===== config.mk =====
export PLATFORM = sky130hd
export DESIGN_NAME = smps_mode_control
export DESIGN_NICKNAME = d
export VERILOG_FILES = /design/src/smps_pkg.sv /design/src/pin_sync3.sv /design/src/smps_mode_control.sv /design/src/soft_start_seq.sv
export SDC_FILE = /design/constraint.sdc
export NUM_CORES = 1
export LEC_CHECK = 0
export ABC_CLOCK_PERIOD_IN_PS = 2100
export BUFFER_PORTS_ARGS = -buffer_cell sky130_fd_sc_hd__clkbuf_2
export CAP_MARGIN = 20
export CORE_MARGIN = 2
export CORE_UTILIZATION = 53
export DETAILED_ROUTE_END_ITERATION = 16
export PLACE_DENSITY = 0.8
export RECOVER_POWER = 100
export SYNTH_ARGS = -nofsm -noshare
export SYNTH_HDL_FRONTEND = slang
export SYNTH_SLANG_ARGS = --single-unit

===== constraint.sdc =====
create_clock -name clock -period 2.1 [get_ports clock]
set_input_delay 0.105 -clock clock [delete_from_list [all_inputs] [get_ports clock]]
set_output_delay 0.105 -clock clock [all_outputs]
set_load 0.01 [all_outputs]

===== src/smps_pkg.sv =====
package smps_pkg;
    localparam int CLOCK_KHZ        = 125000;
    localparam int BUCK_FREQ_KHZ    = 450;
    localparam int SW_PERIOD_CYCLES = CLOCK_KHZ / BUCK_FREQ_KHZ;
    localparam int SS_HOLD_PERIODS  = 4;
    localparam logic [7:0] SS_MIN_DUTY = 8'h10;
    localparam logic [7:0] SS_STEP     = 8'h08;
    localparam logic [7:0] DUTY_FULL   = 8'hFF;
    localparam logic [5:0] ADR_HW_CTRL = 6'h00;
    localparam logic [5:0] ADR_STATUS  = 6'h01;
    localparam logic [5:0] ADR_EVENT   = 6'h02;
    localparam logic [5:0] CTRL_RESET  = 6'h00;
    localparam logic [5:0] STAT_RESET  = 6'h00;

    typedef enum logic [2:0] {
        MODE_NORMAL   = 3'h0,
        MODE_STOP     = 3'h1,
        MODE_RESTART  = 3'h2,
        MODE_SLEEP    = 3'h3,
        MODE_FAILSAFE = 3'h4
    } chip_mode_e;

    typedef enum logic [1:0] {
        SS_IDLE = 2'h0,
        SS_MIN  = 2'h1,
        SS_RAMP = 2'h3,
        SS_DONE = 2'h2
    } soft_state_e;

    // bit 0 upward: boost_en, boost_v[1:0], pwm_auto, wake select, ov fail
    typedef struct packed {
        logic       ov_fail_en;
        logic       wake_sel;
        logic       pwm_auto;
        logic [1:0] boost_v;
        logic       boost_en;
    } hw_ctrl_s;

    typedef struct packed {
        logic boost_act;
        logic boost_gnd_loss;
        logic boost_short;
        logic boost_open;
        logic buck_short;
        logic buck_open;
    } stat_s;

    typedef struct packed {
        logic buck_open;
        logic buck_short;
        logic boost_open;
        logic boost_short;
        logic boost_gnd_loss;
        logic vs_below_th;
        logic vs_above_hyst;
        logic buck_overcurrent;
        logic out_reached;
        logic ov_detect;
        logic wake;
    } analog_in_s;

    typedef struct packed {
        logic        cyc;
        logic        stb;
        logic        we;
        logic [7:0]  adr;
        logic [3:0]  sel;
        logic [31:0] dat;
    } wb_req_s;

    typedef struct packed {
        logic        ack;
        logic [31:0] dat;
    } wb_rsp_s;
endpackage


===== src/pin_sync3.sv =====
`timescale 1ns/1ps
module pin_sync3 #(
    parameter int WIDTH = 1
) (
    input  logic             clock,
    input  logic             nrst,
    input  logic [WIDTH-1:0] pin_in,
    output logic [WIDTH-1:0] level
);
    typedef struct packed {
        logic [WIDTH-1:0] s1;
        logic [WIDTH-1:0] s2;
        logic [WIDTH-1:0] s3;
        logic [WIDTH-1:0] out;
    } sync_s;

    sync_s            s_reg;
    sync_s            s_next;
    logic [WIDTH-1:0] agree;

    if (WIDTH < 1) $error("pin_sync3 needs WIDTH of at least 1");

    always_comb begin
        s_next    = s_reg;
        s_next.s1 = pin_in;
        s_next.s2 = s_reg.s1;
        s_next.s3 = s_reg.s2;
        // a change is taken only once stages two and three agree
        agree      = ~(s_reg.s2 ^ s_reg.s3);
        s_next.out = (agree & s_reg.s3) | (~agree & s_reg.out);
    end

    always_ff @(posedge clock or negedge nrst) begin
        if (!nrst) begin
            s_reg <= '0;
        end else begin
            s_reg <= s_next;
        end
    end

    assign level = s_reg.out;
endmodule // pin_sync3


===== src/smps_mode_control.sv =====
// Function
// - regulator on in normal, stop, restart only
// - buck pwm in normal, restart, stop on change
// - stop entry forces buck to pfm, except with wake select set and auto clear
// - full duty allowed while in pwm
// - soft start at power-up and wake restart
// - open loop minimum duty for some periods
// - duty rises in equal held steps, the last one capped at full duty
// - close loop once output reached
// - buck node open/short flags, no side effect
// - boost pin open/short/ground-loss flags too
// - software boost enable and four-level select
// - boost may stay on in stop, restart
// - boost on below threshold, off above hysteresis
// - boost active flag when boost switched on
// - level change while enabled ignored, sets fail
// - boost always fixed-frequency pwm
// - supervision available in normal mode
// - overvoltage drives fail output only when enabled
// - stop auto: overcurrent gives pwm, interrupt, flag
// - stop wake select: pin level picks modulation
//
// Decided for this implementation: the Wishbone register port and the placing of the registers.
`timescale 1ns/1ps
module smps_mode_control
    import smps_pkg::*;
#(
    parameter int HOLD_PERIODS = SS_HOLD_PERIODS
) (
    input  logic       clock,
    input  logic       nrst,
    input  chip_mode_e chip_mode,
    input  analog_in_s analog_in,
    input  wb_req_s    wb_req,
    output wb_rsp_s    wb_rsp,
    output logic       smps_enable,
    output logic       buck_pwm,
    output logic       buck_full_duty_ok,
    output logic [7:0] soft_start_duty,
    output logic       buck_loop_closed,
    output logic       boost_switch_on,
    output logic [1:0] boost_level,
    output logic       supervision_active,
    output logic       fail_output_pin,
    output logic       interrupt_out_n
);
    typedef struct packed {
        hw_ctrl_s   ctrl;
        stat_s      stat;
        logic       spi_fail;
        logic       mod_change;
        logic       pwm_latched;
        chip_mode_e mode_q;
        logic       smps_en;
        logic       start;
        logic       buck_pwm;
        logic       full_duty;
        logic       boost_on;
        logic       sup;
        logic       fail;
        logic       irq_n;
        logic       ack;
        logic [31:0] rdat;
    } main_s;

    localparam main_s MAIN_RESET = '{
        ctrl:    CTRL_RESET,
        stat:    STAT_RESET,
        mode_q:  MODE_NORMAL,
        irq_n:   1'b1,
        rdat:    32'h0000_0000,
        default: 1'b0
    };

    main_s      s_reg;
    main_s      s_next;
    analog_in_s a;
    logic [10:0] a_vec;
    logic       mode_on;
    logic       in_stop;
    logic       stop_entry;
    logic       boost_allow;
    logic       bus_req;
    logic       bus_wr;
    logic       spi_ev;
    logic       mod_ev;
    logic [5:0] stat_clr;
    logic [1:0] evt_clr;
    hw_ctrl_s   wr_ctrl;
    stat_s      stat_set;

    // comparators and fault pins are asynchronous to the clock
    pin_sync3 #(
        .WIDTH ($bits(analog_in_s))
    ) u_sync (
        .clock  (clock),
        .nrst   (nrst),
        .pin_in (analog_in),
        .level  (a_vec)
    );
    assign a = analog_in_s'(a_vec);

    soft_start_seq #(
        .HOLD_PERIODS (HOLD_PERIODS)
    ) u_soft (
        .clock       (clock),
        .nrst        (nrst),
        .enable      (s_reg.smps_en),
        .start       (s_reg.start),
        .out_reached (a.out_reached),
        .duty        (soft_start_duty),
        .loop_closed (buck_loop_closed)
    );

    always_comb begin
        s_next     = s_reg;
        spi_ev     = 1'b0;
        mod_ev     = 1'b0;
        stat_clr   = 6'h00;
        evt_clr    = 2'h0;
        wr_ctrl    = s_reg.ctrl;
        mode_on    = chip_mode == MODE_NORMAL || chip_mode == MODE_STOP
                     || chip_mode == MODE_RESTART;
        in_stop    = chip_mode == MODE_STOP;
        stop_entry = in_stop && s_reg.mode_q != MODE_STOP;

        s_next.mode_q  = chip_mode;
        s_next.smps_en = mode_on;
        // enable rising covers power-up and sleep/fail-safe to restart
        s_next.start   = mode_on && !s_reg.smps_en;

        // buck modulation
        if (!in_stop) begin
            s_next.buck_pwm    = mode_on;
            s_next.pwm_latched = 1'b0;
        end else if (s_reg.ctrl.pwm_auto) begin
            // auto wins over wake select; a new stop entry re-arms pfm
            mod_ev = !stop_entry && !s_reg.pwm_latched && a.buck_overcurrent;
            s_next.pwm_latched = !stop_entry && (s_reg.pwm_latched || a.buck_overcurrent);
            s_next.buck_pwm    = s_next.pwm_latched;
        end else if (s_reg.ctrl.wake_sel) begin
            s_next.buck_pwm    = a.wake;
            s_next.pwm_latched = 1'b0;
        end else begin
            s_next.buck_pwm    = 1'b0;
            s_next.pwm_latched = 1'b0;
        end
        s_next.full_duty = s_next.buck_pwm && mode_on;

        // boost on/off with hysteresis; switching is always fixed-frequency pwm
        boost_allow = s_reg.ctrl.boost_en && mode_on;
        if (!boost_allow) begin
            s_next.boost_on = 1'b0;
        end else if (a.vs_below_th) begin
            s_next.boost_on = 1'b1;
        end else if (a.vs_above_hyst) begin
            s_next.boost_on = 1'b0;
        end

        // supervision and fail output
        s_next.sup  = chip_mode == MODE_NORMAL;
        s_next.fail = a.ov_detect && s_reg.ctrl.ov_fail_en;

        // wishbone slave: one wait state, unmapped reads zero
        bus_req = wb_req.cyc && wb_req.stb && !s_reg.ack;
        bus_wr  = bus_req && wb_req.we && wb_req.sel[0];
        s_next.ack  = bus_req;
        s_next.rdat = 32'h0000_0000;
        if (bus_req && !wb_req.we) begin
            case (wb_req.adr[7:2])
                ADR_HW_CTRL: begin
                    s_next.rdat = {26'h0, s_reg.ctrl};
                end
                ADR_STATUS: begin
                    s_next.rdat = {26'h0, s_reg.stat};
                end
                ADR_EVENT: begin
                    s_next.rdat = {30'h0, s_reg.mod_change, s_reg.spi_fail};
                end
                default: begin
                    s_next.rdat = 32'h0000_0000;
                end
            endcase
        end
        if (bus_wr) begin
            case (wb_req.adr[7:2])
                ADR_HW_CTRL: begin
                    wr_ctrl = hw_ctrl_s'(wb_req.dat[5:0]);
                    if (s_reg.ctrl.boost_en && wr_ctrl.boost_v != s_reg.ctrl.boost_v) begin
                        spi_ev = 1'b1;
                    end else begin
                        s_next.ctrl = wr_ctrl;
                    end
                end
                ADR_STATUS: begin
                    stat_clr = wb_req.dat[5:0];
                end
                ADR_EVENT: begin
                    evt_clr = wb_req.dat[1:0];
                end
                default: begin
                    stat_clr = 6'h00;
                end
            endcase
        end
        if (chip_mode == MODE_FAILSAFE) begin
            s_next.ctrl.wake_sel = 1'b0;
        end

        // sticky flags: a new event beats a clear in the same cycle
        stat_set = '{
            boost_act:      s_reg.boost_on,
            boost_gnd_loss: a.boost_gnd_loss,
            boost_short:    a.boost_short,
            boost_open:     a.boost_open,
            buck_short:     a.buck_short,
            buck_open:      a.buck_open
        };
        s_next.stat       = stat_s'((s_reg.stat & ~stat_clr) | stat_set);
        s_next.spi_fail   = (s_reg.spi_fail && !evt_clr[0]) || spi_ev;
        s_next.mod_change = (s_reg.mod_change && !evt_clr[1]) || mod_ev;
        s_next.irq_n      = !s_next.mod_change;
    end

    always_ff @(posedge clock or negedge nrst) begin
        if (!nrst) begin
            s_reg <= MAIN_RESET;
        end else begin
            s_reg <= s_next;
        end
    end

    assign wb_rsp             = '{ack: s_reg.ack, dat: s_reg.rdat};
    assign smps_enable        = s_reg.smps_en;
    assign buck_pwm           = s_reg.buck_pwm;
    assign buck_full_duty_ok  = s_reg.full_duty;
    assign boost_switch_on    = s_reg.boost_on;
    assign boost_level        = s_reg.ctrl.boost_v;
    assign supervision_active = s_reg.sup;
    assign fail_output_pin    = s_reg.fail;
    assign interrupt_out_n    = s_reg.irq_n;
endmodule // smps_mode_control


===== src/soft_start_seq.sv =====
`timescale 1ns/1ps
module soft_start_seq
    import smps_pkg::*;
#(
    parameter int         HOLD_PERIODS = SS_HOLD_PERIODS,
    parameter int         PERIOD       = SW_PERIOD_CYCLES,
    parameter logic [7:0] MIN_DUTY     = SS_MIN_DUTY,
    parameter logic [7:0] STEP         = SS_STEP
) (
    input  logic       clock,
    input  logic       nrst,
    input  logic       enable,
    input  logic       start,
    input  logic       out_reached,
    output logic [7:0] duty,
    output logic       loop_closed
);
    typedef struct packed {
        soft_state_e st;
        logic [7:0]  duty;
        logic [8:0]  per_cnt;
        logic [7:0]  hold;
        logic        closed;
    } ss_s;

    ss_s        s_reg;
    ss_s        s_next;
    logic       period_end;
    logic [8:0] sum;

    if (HOLD_PERIODS < 1 || HOLD_PERIODS > 256 || PERIOD < 2 || PERIOD > 512 || STEP == 8'h00)
        $error("soft_start_seq parameters out of range");

    always_comb begin
        s_next         = s_reg;
        period_end     = s_reg.per_cnt == 9'(PERIOD - 1);
        s_next.per_cnt = period_end ? 9'h000 : s_reg.per_cnt + 9'h001;
        sum            = {1'b0, s_reg.duty} + {1'b0, STEP};
        case (s_reg.st)
            SS_IDLE: begin
                s_next.per_cnt = 9'h000;
                if (start) begin
                    s_next.st     = SS_MIN;
                    s_next.duty   = MIN_DUTY;
                    s_next.hold   = 8'h00;
                    s_next.closed = 1'b0;
                end
            end
            SS_MIN, SS_RAMP: begin
                if (out_reached) begin
                    s_next.st     = SS_DONE;
                    s_next.closed = 1'b1;
                end else if (period_end) begin
                    s_next.hold = s_reg.hold + 8'h01;
                    if (s_reg.hold == 8'(HOLD_PERIODS - 1)) begin
                        s_next.hold = 8'h00;
                        s_next.st   = SS_RAMP;
                        s_next.duty = sum[8] ? DUTY_FULL : sum[7:0];
                    end
                end
            end
            SS_DONE: begin
                s_next.closed  = 1'b1;
                s_next.per_cnt = 9'h000;
            end
            default: begin
                s_next.st = SS_IDLE;
            end
        endcase
        if (!enable) begin
            s_next = '0;
        end
    end

    always_ff @(posedge clock or negedge nrst) begin
        if (!nrst) begin
            s_reg <= '0;
        end else begin
            s_reg <= s_next;
        end
    end

    assign duty        = s_reg.duty;
    assign loop_closed = s_reg.closed;
endmodule // soft_start_seq

# After elaboration in Yosys (flattened, before gate mapping)
# Cells that the tools add are included.
[totals] in_bits=63 out_inout_bits=51 regBits=131
[classes] n_bitwise=10 n_eq_ne=22 n_addsub=3 n_mux=40 n_reduce_logical=42
[op_table] cell="two-way mux 8 bit" count=5
[op_table] cell="two-way mux 10 bit" count=3
[op_table] cell="two-way mux 28 bit" count=1
[op_table] cell="two-way mux 9 bit" count=3
[op_table] cell="bitwise AND 11 bit" count=2
[op_table] cell="NOT 11 bit" count=2
[op_table] cell="one-hot mux 10 bit (2 select lines)" count=1
[op_table] cell="two-way mux 6 bit" count=3
[op_table] cell="one-hot mux 6 bit (3 select lines)" count=1
[op_table] cell="logical AND 1 bit" count=16
[op_table] cell="one-hot mux 8 bit (2 select lines)" count=1
[op_table] cell="two-way mux 1 bit" count=15
[op_table] cell="two-way mux 5 bit" count=3
[op_table] cell="OR 11 bit" count=1
[op_table] cell="bitwise XOR 11 bit" count=1
[op_table] cell="adder 8 x 4 -> 9 bit, second input constant" count=1
[op_table] cell="adder 9 x 1 -> 9 bit, second input constant" count=1
[op_table] cell="equality test 9 bit, second input constant" count=1
[op_table] cell="!= test 3 x 1 -> 1 bit, second input constant" count=3
[op_table] cell="!= test 3 bit, second input constant" count=3
[op_table] cell="adder 8 x 1 -> 8 bit, second input constant" count=1
[op_table] cell="equality test 8 x 2 -> 1 bit, second input constant" count=1
[op_table] cell="logical NOT 1 bit" count=8
[op_table] cell="!= test 4 x 3 -> 1 bit, second input constant" count=2
[op_table] cell="26 further kinds" count=38

# Depth between registers and ports, before layout
[depth] ltp_word=9 mapped_depth=7

# Modules after synthesis
# From an unflattened synthesis, not the netlist that was laid out.
[unflattened] hier_cells=363 area_unflattened_um2=4443.0
[by_module_without_submodules] module="smps_mode_control" instances=1 cells_each=146 area_each_um2=1650.3
[by_module_without_submodules] module="soft_start_seq" instances=1 cells_each=151 area_each_um2=1485.2
[by_module_without_submodules] module="pin_sync3" instances=1 cells_each=66 area_each_um2=1307.5

# Least setup slack after synthesis
# OpenSTA, ideal clock, no wires.
[synth_path] path_kind="flip-flop to flip-flop" from="reg u_soft.s_reg[9] in the netlist's numbering" to="reg u_soft.s_reg[5] in the netlist's numbering" setup_slack_ns=0.451 t_required_ns=2.022 arrival_ns=1.571 period_less_slack_ns=1.649 path_stages_with_launch=7 cell_sequence="dfrtp_1 > inv_1 > ha_1 > and4b_1 > a21oi_2 > or4_1 > a21oi_1"
[synth_between] elab_chain_len=3
[synth_rtl] item="from (decl)" line="soft_start_seq.sv:26" source="ss_s s_reg;"
[synth_rtl] item="from (signal assigned)" line="soft_start_seq.sv:79" source="s_reg <= s_next;"
[synth_rtl] item="equality test 9 bit" line="soft_start_seq.sv:36" source="period_end = s_reg.per_cnt == 9'(PERIOD - 1);"
[synth_rtl] item="!= test 3 x 2 -> 1 bit (no source line)"
[synth_rtl] item="AND reduction 4 bit (no source line)"
# No other way between the ends.
# A chain may end at the register's enable or synchronous reset.

# Worst setup path after layout
[layout_path] from="reg u_soft.s_reg[15] in the netlist's numbering" to="reg u_soft.s_reg[2] in the netlist's numbering"
# The elaborated chain is that of the path after synthesis.

==> results.sh <==
export IMPL_routedWlPerCell_um=14.3
export IMPL_crit_type="reg -> reg"
export IMPL_p_sw_w=0.000930
export IMPL_fin_cells=540
export IMPL_hold_end="boost_level[1]$_DFFE_PN0P_"
export IMPL_diodes=0
export IMPL_synth_seq_cells=103
export IMPL_slowest_stage="or4b_4"
export IMPL_cts_sinks=103
export IMPL_numCtsBuffers=9
export IMPL_hold_viol_final=0
export IMPL_start_kind="flop"
export IMPL_cp_data_required_time_ns=2.41
export IMPL_clock_path_buffers=2
export IMPL_critPathMaxStageDelay_ns=0.56
export IMPL_die_x_um=94.9
export IMPL_grtUsageTotal_pct=18.3
export IMPL_multi_input_area_mm2=0.00144
export IMPL_grt_overflow=0
export IMPL_switching_share_pct=26.1
export IMPL_power_frac_seq_pct=59.4
export IMPL_dp_cells=505
export IMPL_layout_commonest_cell="dfrtp_1"
export IMPL_cp_end_kind="flop"
export IMPL_antenna_found_initial=0
export IMPL_vias_per_cell=5.32
export IMPL_drtPass1Iterations=4
export IMPL_drive_gt1_share_pct=14.0
export IMPL_port_buffers=56
export IMPL_start_util_pct=53.9
export IMPL_period_share_pct=90.5
export IMPL_async_reset_ff_share_pct=100
export IMPL_whs_path_depth=2
export IMPL_crit_reg2reg_launch="u_soft.s_reg[15]$_DFF_PN0_"
export IMPL_yosysWarnings=0
export IMPL_setup_violations_final=0
export IMPL_combPwrFrac_pct=7.2
export IMPL_intPower_w=0.00263
export IMPL_status="complete, no violations"
export IMPL_rsz0062_at_grt="no"
export IMPL_power_leakage_nw=2.16
export IMPL_min_delay_start="wb_req[2]"
export IMPL_r2r_cells=5
export IMPL_ys_seq_area_share_pct=58.9
export IMPL_cp_top_family="simple AND/OR/NAND/NOR gates"
export IMPL_hold_path_class="in -> reg"
export IMPL_worst_pin_slew_ns=1.15
export IMPL_max_cap_violations=0
export IMPL_num_rows=33
export IMPL_r2r_end="u_soft.s_reg[2]$_DFFE_PN0P_"
export IMPL_slew_viol_final=0
export IMPL_finish_utilization_pct=59.7
export IMPL_period_needed_ns=1.90
export IMPL_worstPathArrival_ns=2.21
export IMPL_fin_skew_ns=0.00804
export IMPL_critPathBufInv=1
export IMPL_ys_flop_type="dfrtp_1"
export IMPL_cts_tree="done"
export IMPL_maxSlewHeadroom_pct=23.1
export IMPL_crit_fanout=9
export IMPL_gp_congestion=0.900
export IMPL_vdd_drop_max_mv=0.335
export IMPL_max_freq_ghz=0.526
export IMPL_num_vias=2872
export IMPL_postSynthCellCount=364
export IMPL_synth_area_mm2=0.00438
export IMPL_clkPwrFrac_pct=33.4
export IMPL_die_area_mm2=0.00901
export IMPL_clk_latency_ns=0.37
export IMPL_cts_max_level=3
export IMPL_fillers=686
export IMPL_crit_chain="or4b_4 -> o21ai_0 -> clkbuf_1 -> nand4_1 -> nand2_1"
export IMPL_grt_max_degree=50
export IMPL_tns_ns=0
export IMPL_ys_types=63
export IMPL_post_dp_hpwl_um=5340
export IMPL_fp_coreArea_mm2=0.00813
export IMPL_synth_edff_count=0
export IMPL_syn_area_per_cell_um2=12.0
export IMPL_nets=497
export IMPL_syn2layout_area_growth_pct=10.9
export IMPL_post_cts_buffers=0
export IMPL_drtIter0Drc=94
export IMPL_wl_um=7730
export IMPL_cp_depth=5
export IMPL_powerDensity_mw_per_mm2=732
export IMPL_drc=0
export IMPL_clockRootBuffer="clkbuf_8"
export IMPL_hold_slack_ns=0.0232
export IMPL_grt_pass1_vias=2719
export IMPL_die_h_um=94.9
export IMPL_antenna_left=0
export IMPL_grt_pass1_wl_um=12700
export IMPL_regArea_mm2=0.00258
export IMPL_most_common_layout_cells="dfrtp_1, clkbuf_1, clkbuf_2"
export IMPL_clk_pin_slew_ns=0.10
export IMPL_rrSetupSlack_ns=0.20
export IMPL_io_pins=114
==> cell type report <==
type	instances	share of cell area, %
Tap cell	105	2.70
Inverter	10	0.773
Clock buffer	9	2.55
Multi-Input combinational cell	225	29.7
Timing Repair Buffer	81	9.66
Sequential cell	103	53.1
Clock inverter	7	1.55
==> Yosys cell counts, drive strengths merged (3+ instances only) <==
cell type	count	area, um^2
a21o	7	52.6
inv	10	37.5
or4	3	26.3
o21ai	11	58.8
nor2	24	100
dfrtp	102	2550
and2	4	25.0
mux2	4	45.0
nand2	21	78.8
xor2	8	70.1
nand4	10	62.6
maj3	11	110
a31oi	4	25.0
nor3	3	15.0
o31ai	6	45.0
nand3	11	55.1
and3	3	18.8
a21oi	15	78.8
ha	4	50.1
buf	47	349
mux2i	6	60.1
nand4b	3	41.3
nor4	7	73.8
and4	4	35.0
clkbuf	4	15.0
==> power groups by stage <==
| stage | registers, W | logic [W] | clock network, W |
|---|---|---|---|
| 2_1_floorplan | 0.00214 | 0.000174 | 0 |
| 3_3_place_gp | 0.00215 | 0.000242 | 0 |
| 3_5_place_dp | 0.00215 | 0.000248 | 0 |
| 4_1_cts | 0.00211 | 0.000276 | 0.00122 |
| 5_1_grt | 0.00212 | 0.000294 | 0.00131 |
| 6_report | 0.00211 | 0.000257 | 0.00119 |
==> repair_timing <==
| action | CTS | global route |
|---|---|---|
| endpoints found under the setup margin | 0 | 2 |
| hold buffers | 19 | 0 |
| hold endpoints to repair | 47 | 0 |
| resized for setup | 0 | 1 |
==> stage by stage <==
| step | power (W) | instance area (um^2) | setup slack (ns) |
|---|---|---|---|
| 4_1_cts | 0.00361 | 4970 | 0.102 |
| 6_report | 0.00356 | 4860 | 0.200 |
| 5_1_grt | 0.00372 | 4860 | 0.0415 |
| 2_1_floorplan | 0.00231 | 4480 | 0.451 |
| 3_3_place_gp | 0.00239 | 4580 | 0.298 |
| 3_5_place_dp | 0.00240 | 4580 | 0.178 |
==> kinds of logic (layout without fill, tap and decap cells) <==
group | count (synthesis) | count (layout) | synth area share [%]
AND/OR/NAND/NOR | 108 | 108 | 15.2
adder cells (fa/ha/maj) | 15 | 15 | 3.66
multiplexers | 10 | 10 | 2.40
other | 1 | 26 | 0.0856
flip-flops | 103 | 103 | 58.9
AO/OA/AOI/OAI | 56 | 56 | 8.65
XOR/XNOR | 10 | 10 | 2.00
buffers and inverters | 61 | 107 | 9.17
==> how the worst max path moves through the flow <==
stage                                start                          end
6_report        u_soft.s_reg[15]$_DFF_PN0_  u_soft.s_reg[2]$_DFFE_PN0P_
5_1_grt         u_soft.s_reg[15]$_DFF_PN0_  u_soft.s_reg[2]$_DFFE_PN0P_
4_1_cts        u_soft.s_reg[1]$_DFFE_PN0P_   u_soft.duty[6]$_DFFE_PN0P_
3_5_place_dp   u_soft.s_reg[1]$_DFFE_PN0P_   u_soft.duty[7]$_DFFE_PN0P_
3_3_place_gp   u_soft.s_reg[1]$_DFFE_PN0P_   u_soft.duty[6]$_DFFE_PN0P_
2_1_floorplan    u_soft.s_reg[9]$_DFF_PN0_  u_soft.s_reg[5]$_DFFE_PN0P_
==> layer usage <==
metal	track usage [%]	vias to the layer above	part of all wire, %
met5	0	-	0
met4	7.73	0	1.2
met3	3.35	8	4.6
met2	31.3	83	51
met1	22.9	1419	43
li1	-	1362	-
No activity file was read; power rests on OpenSTA's default activity.
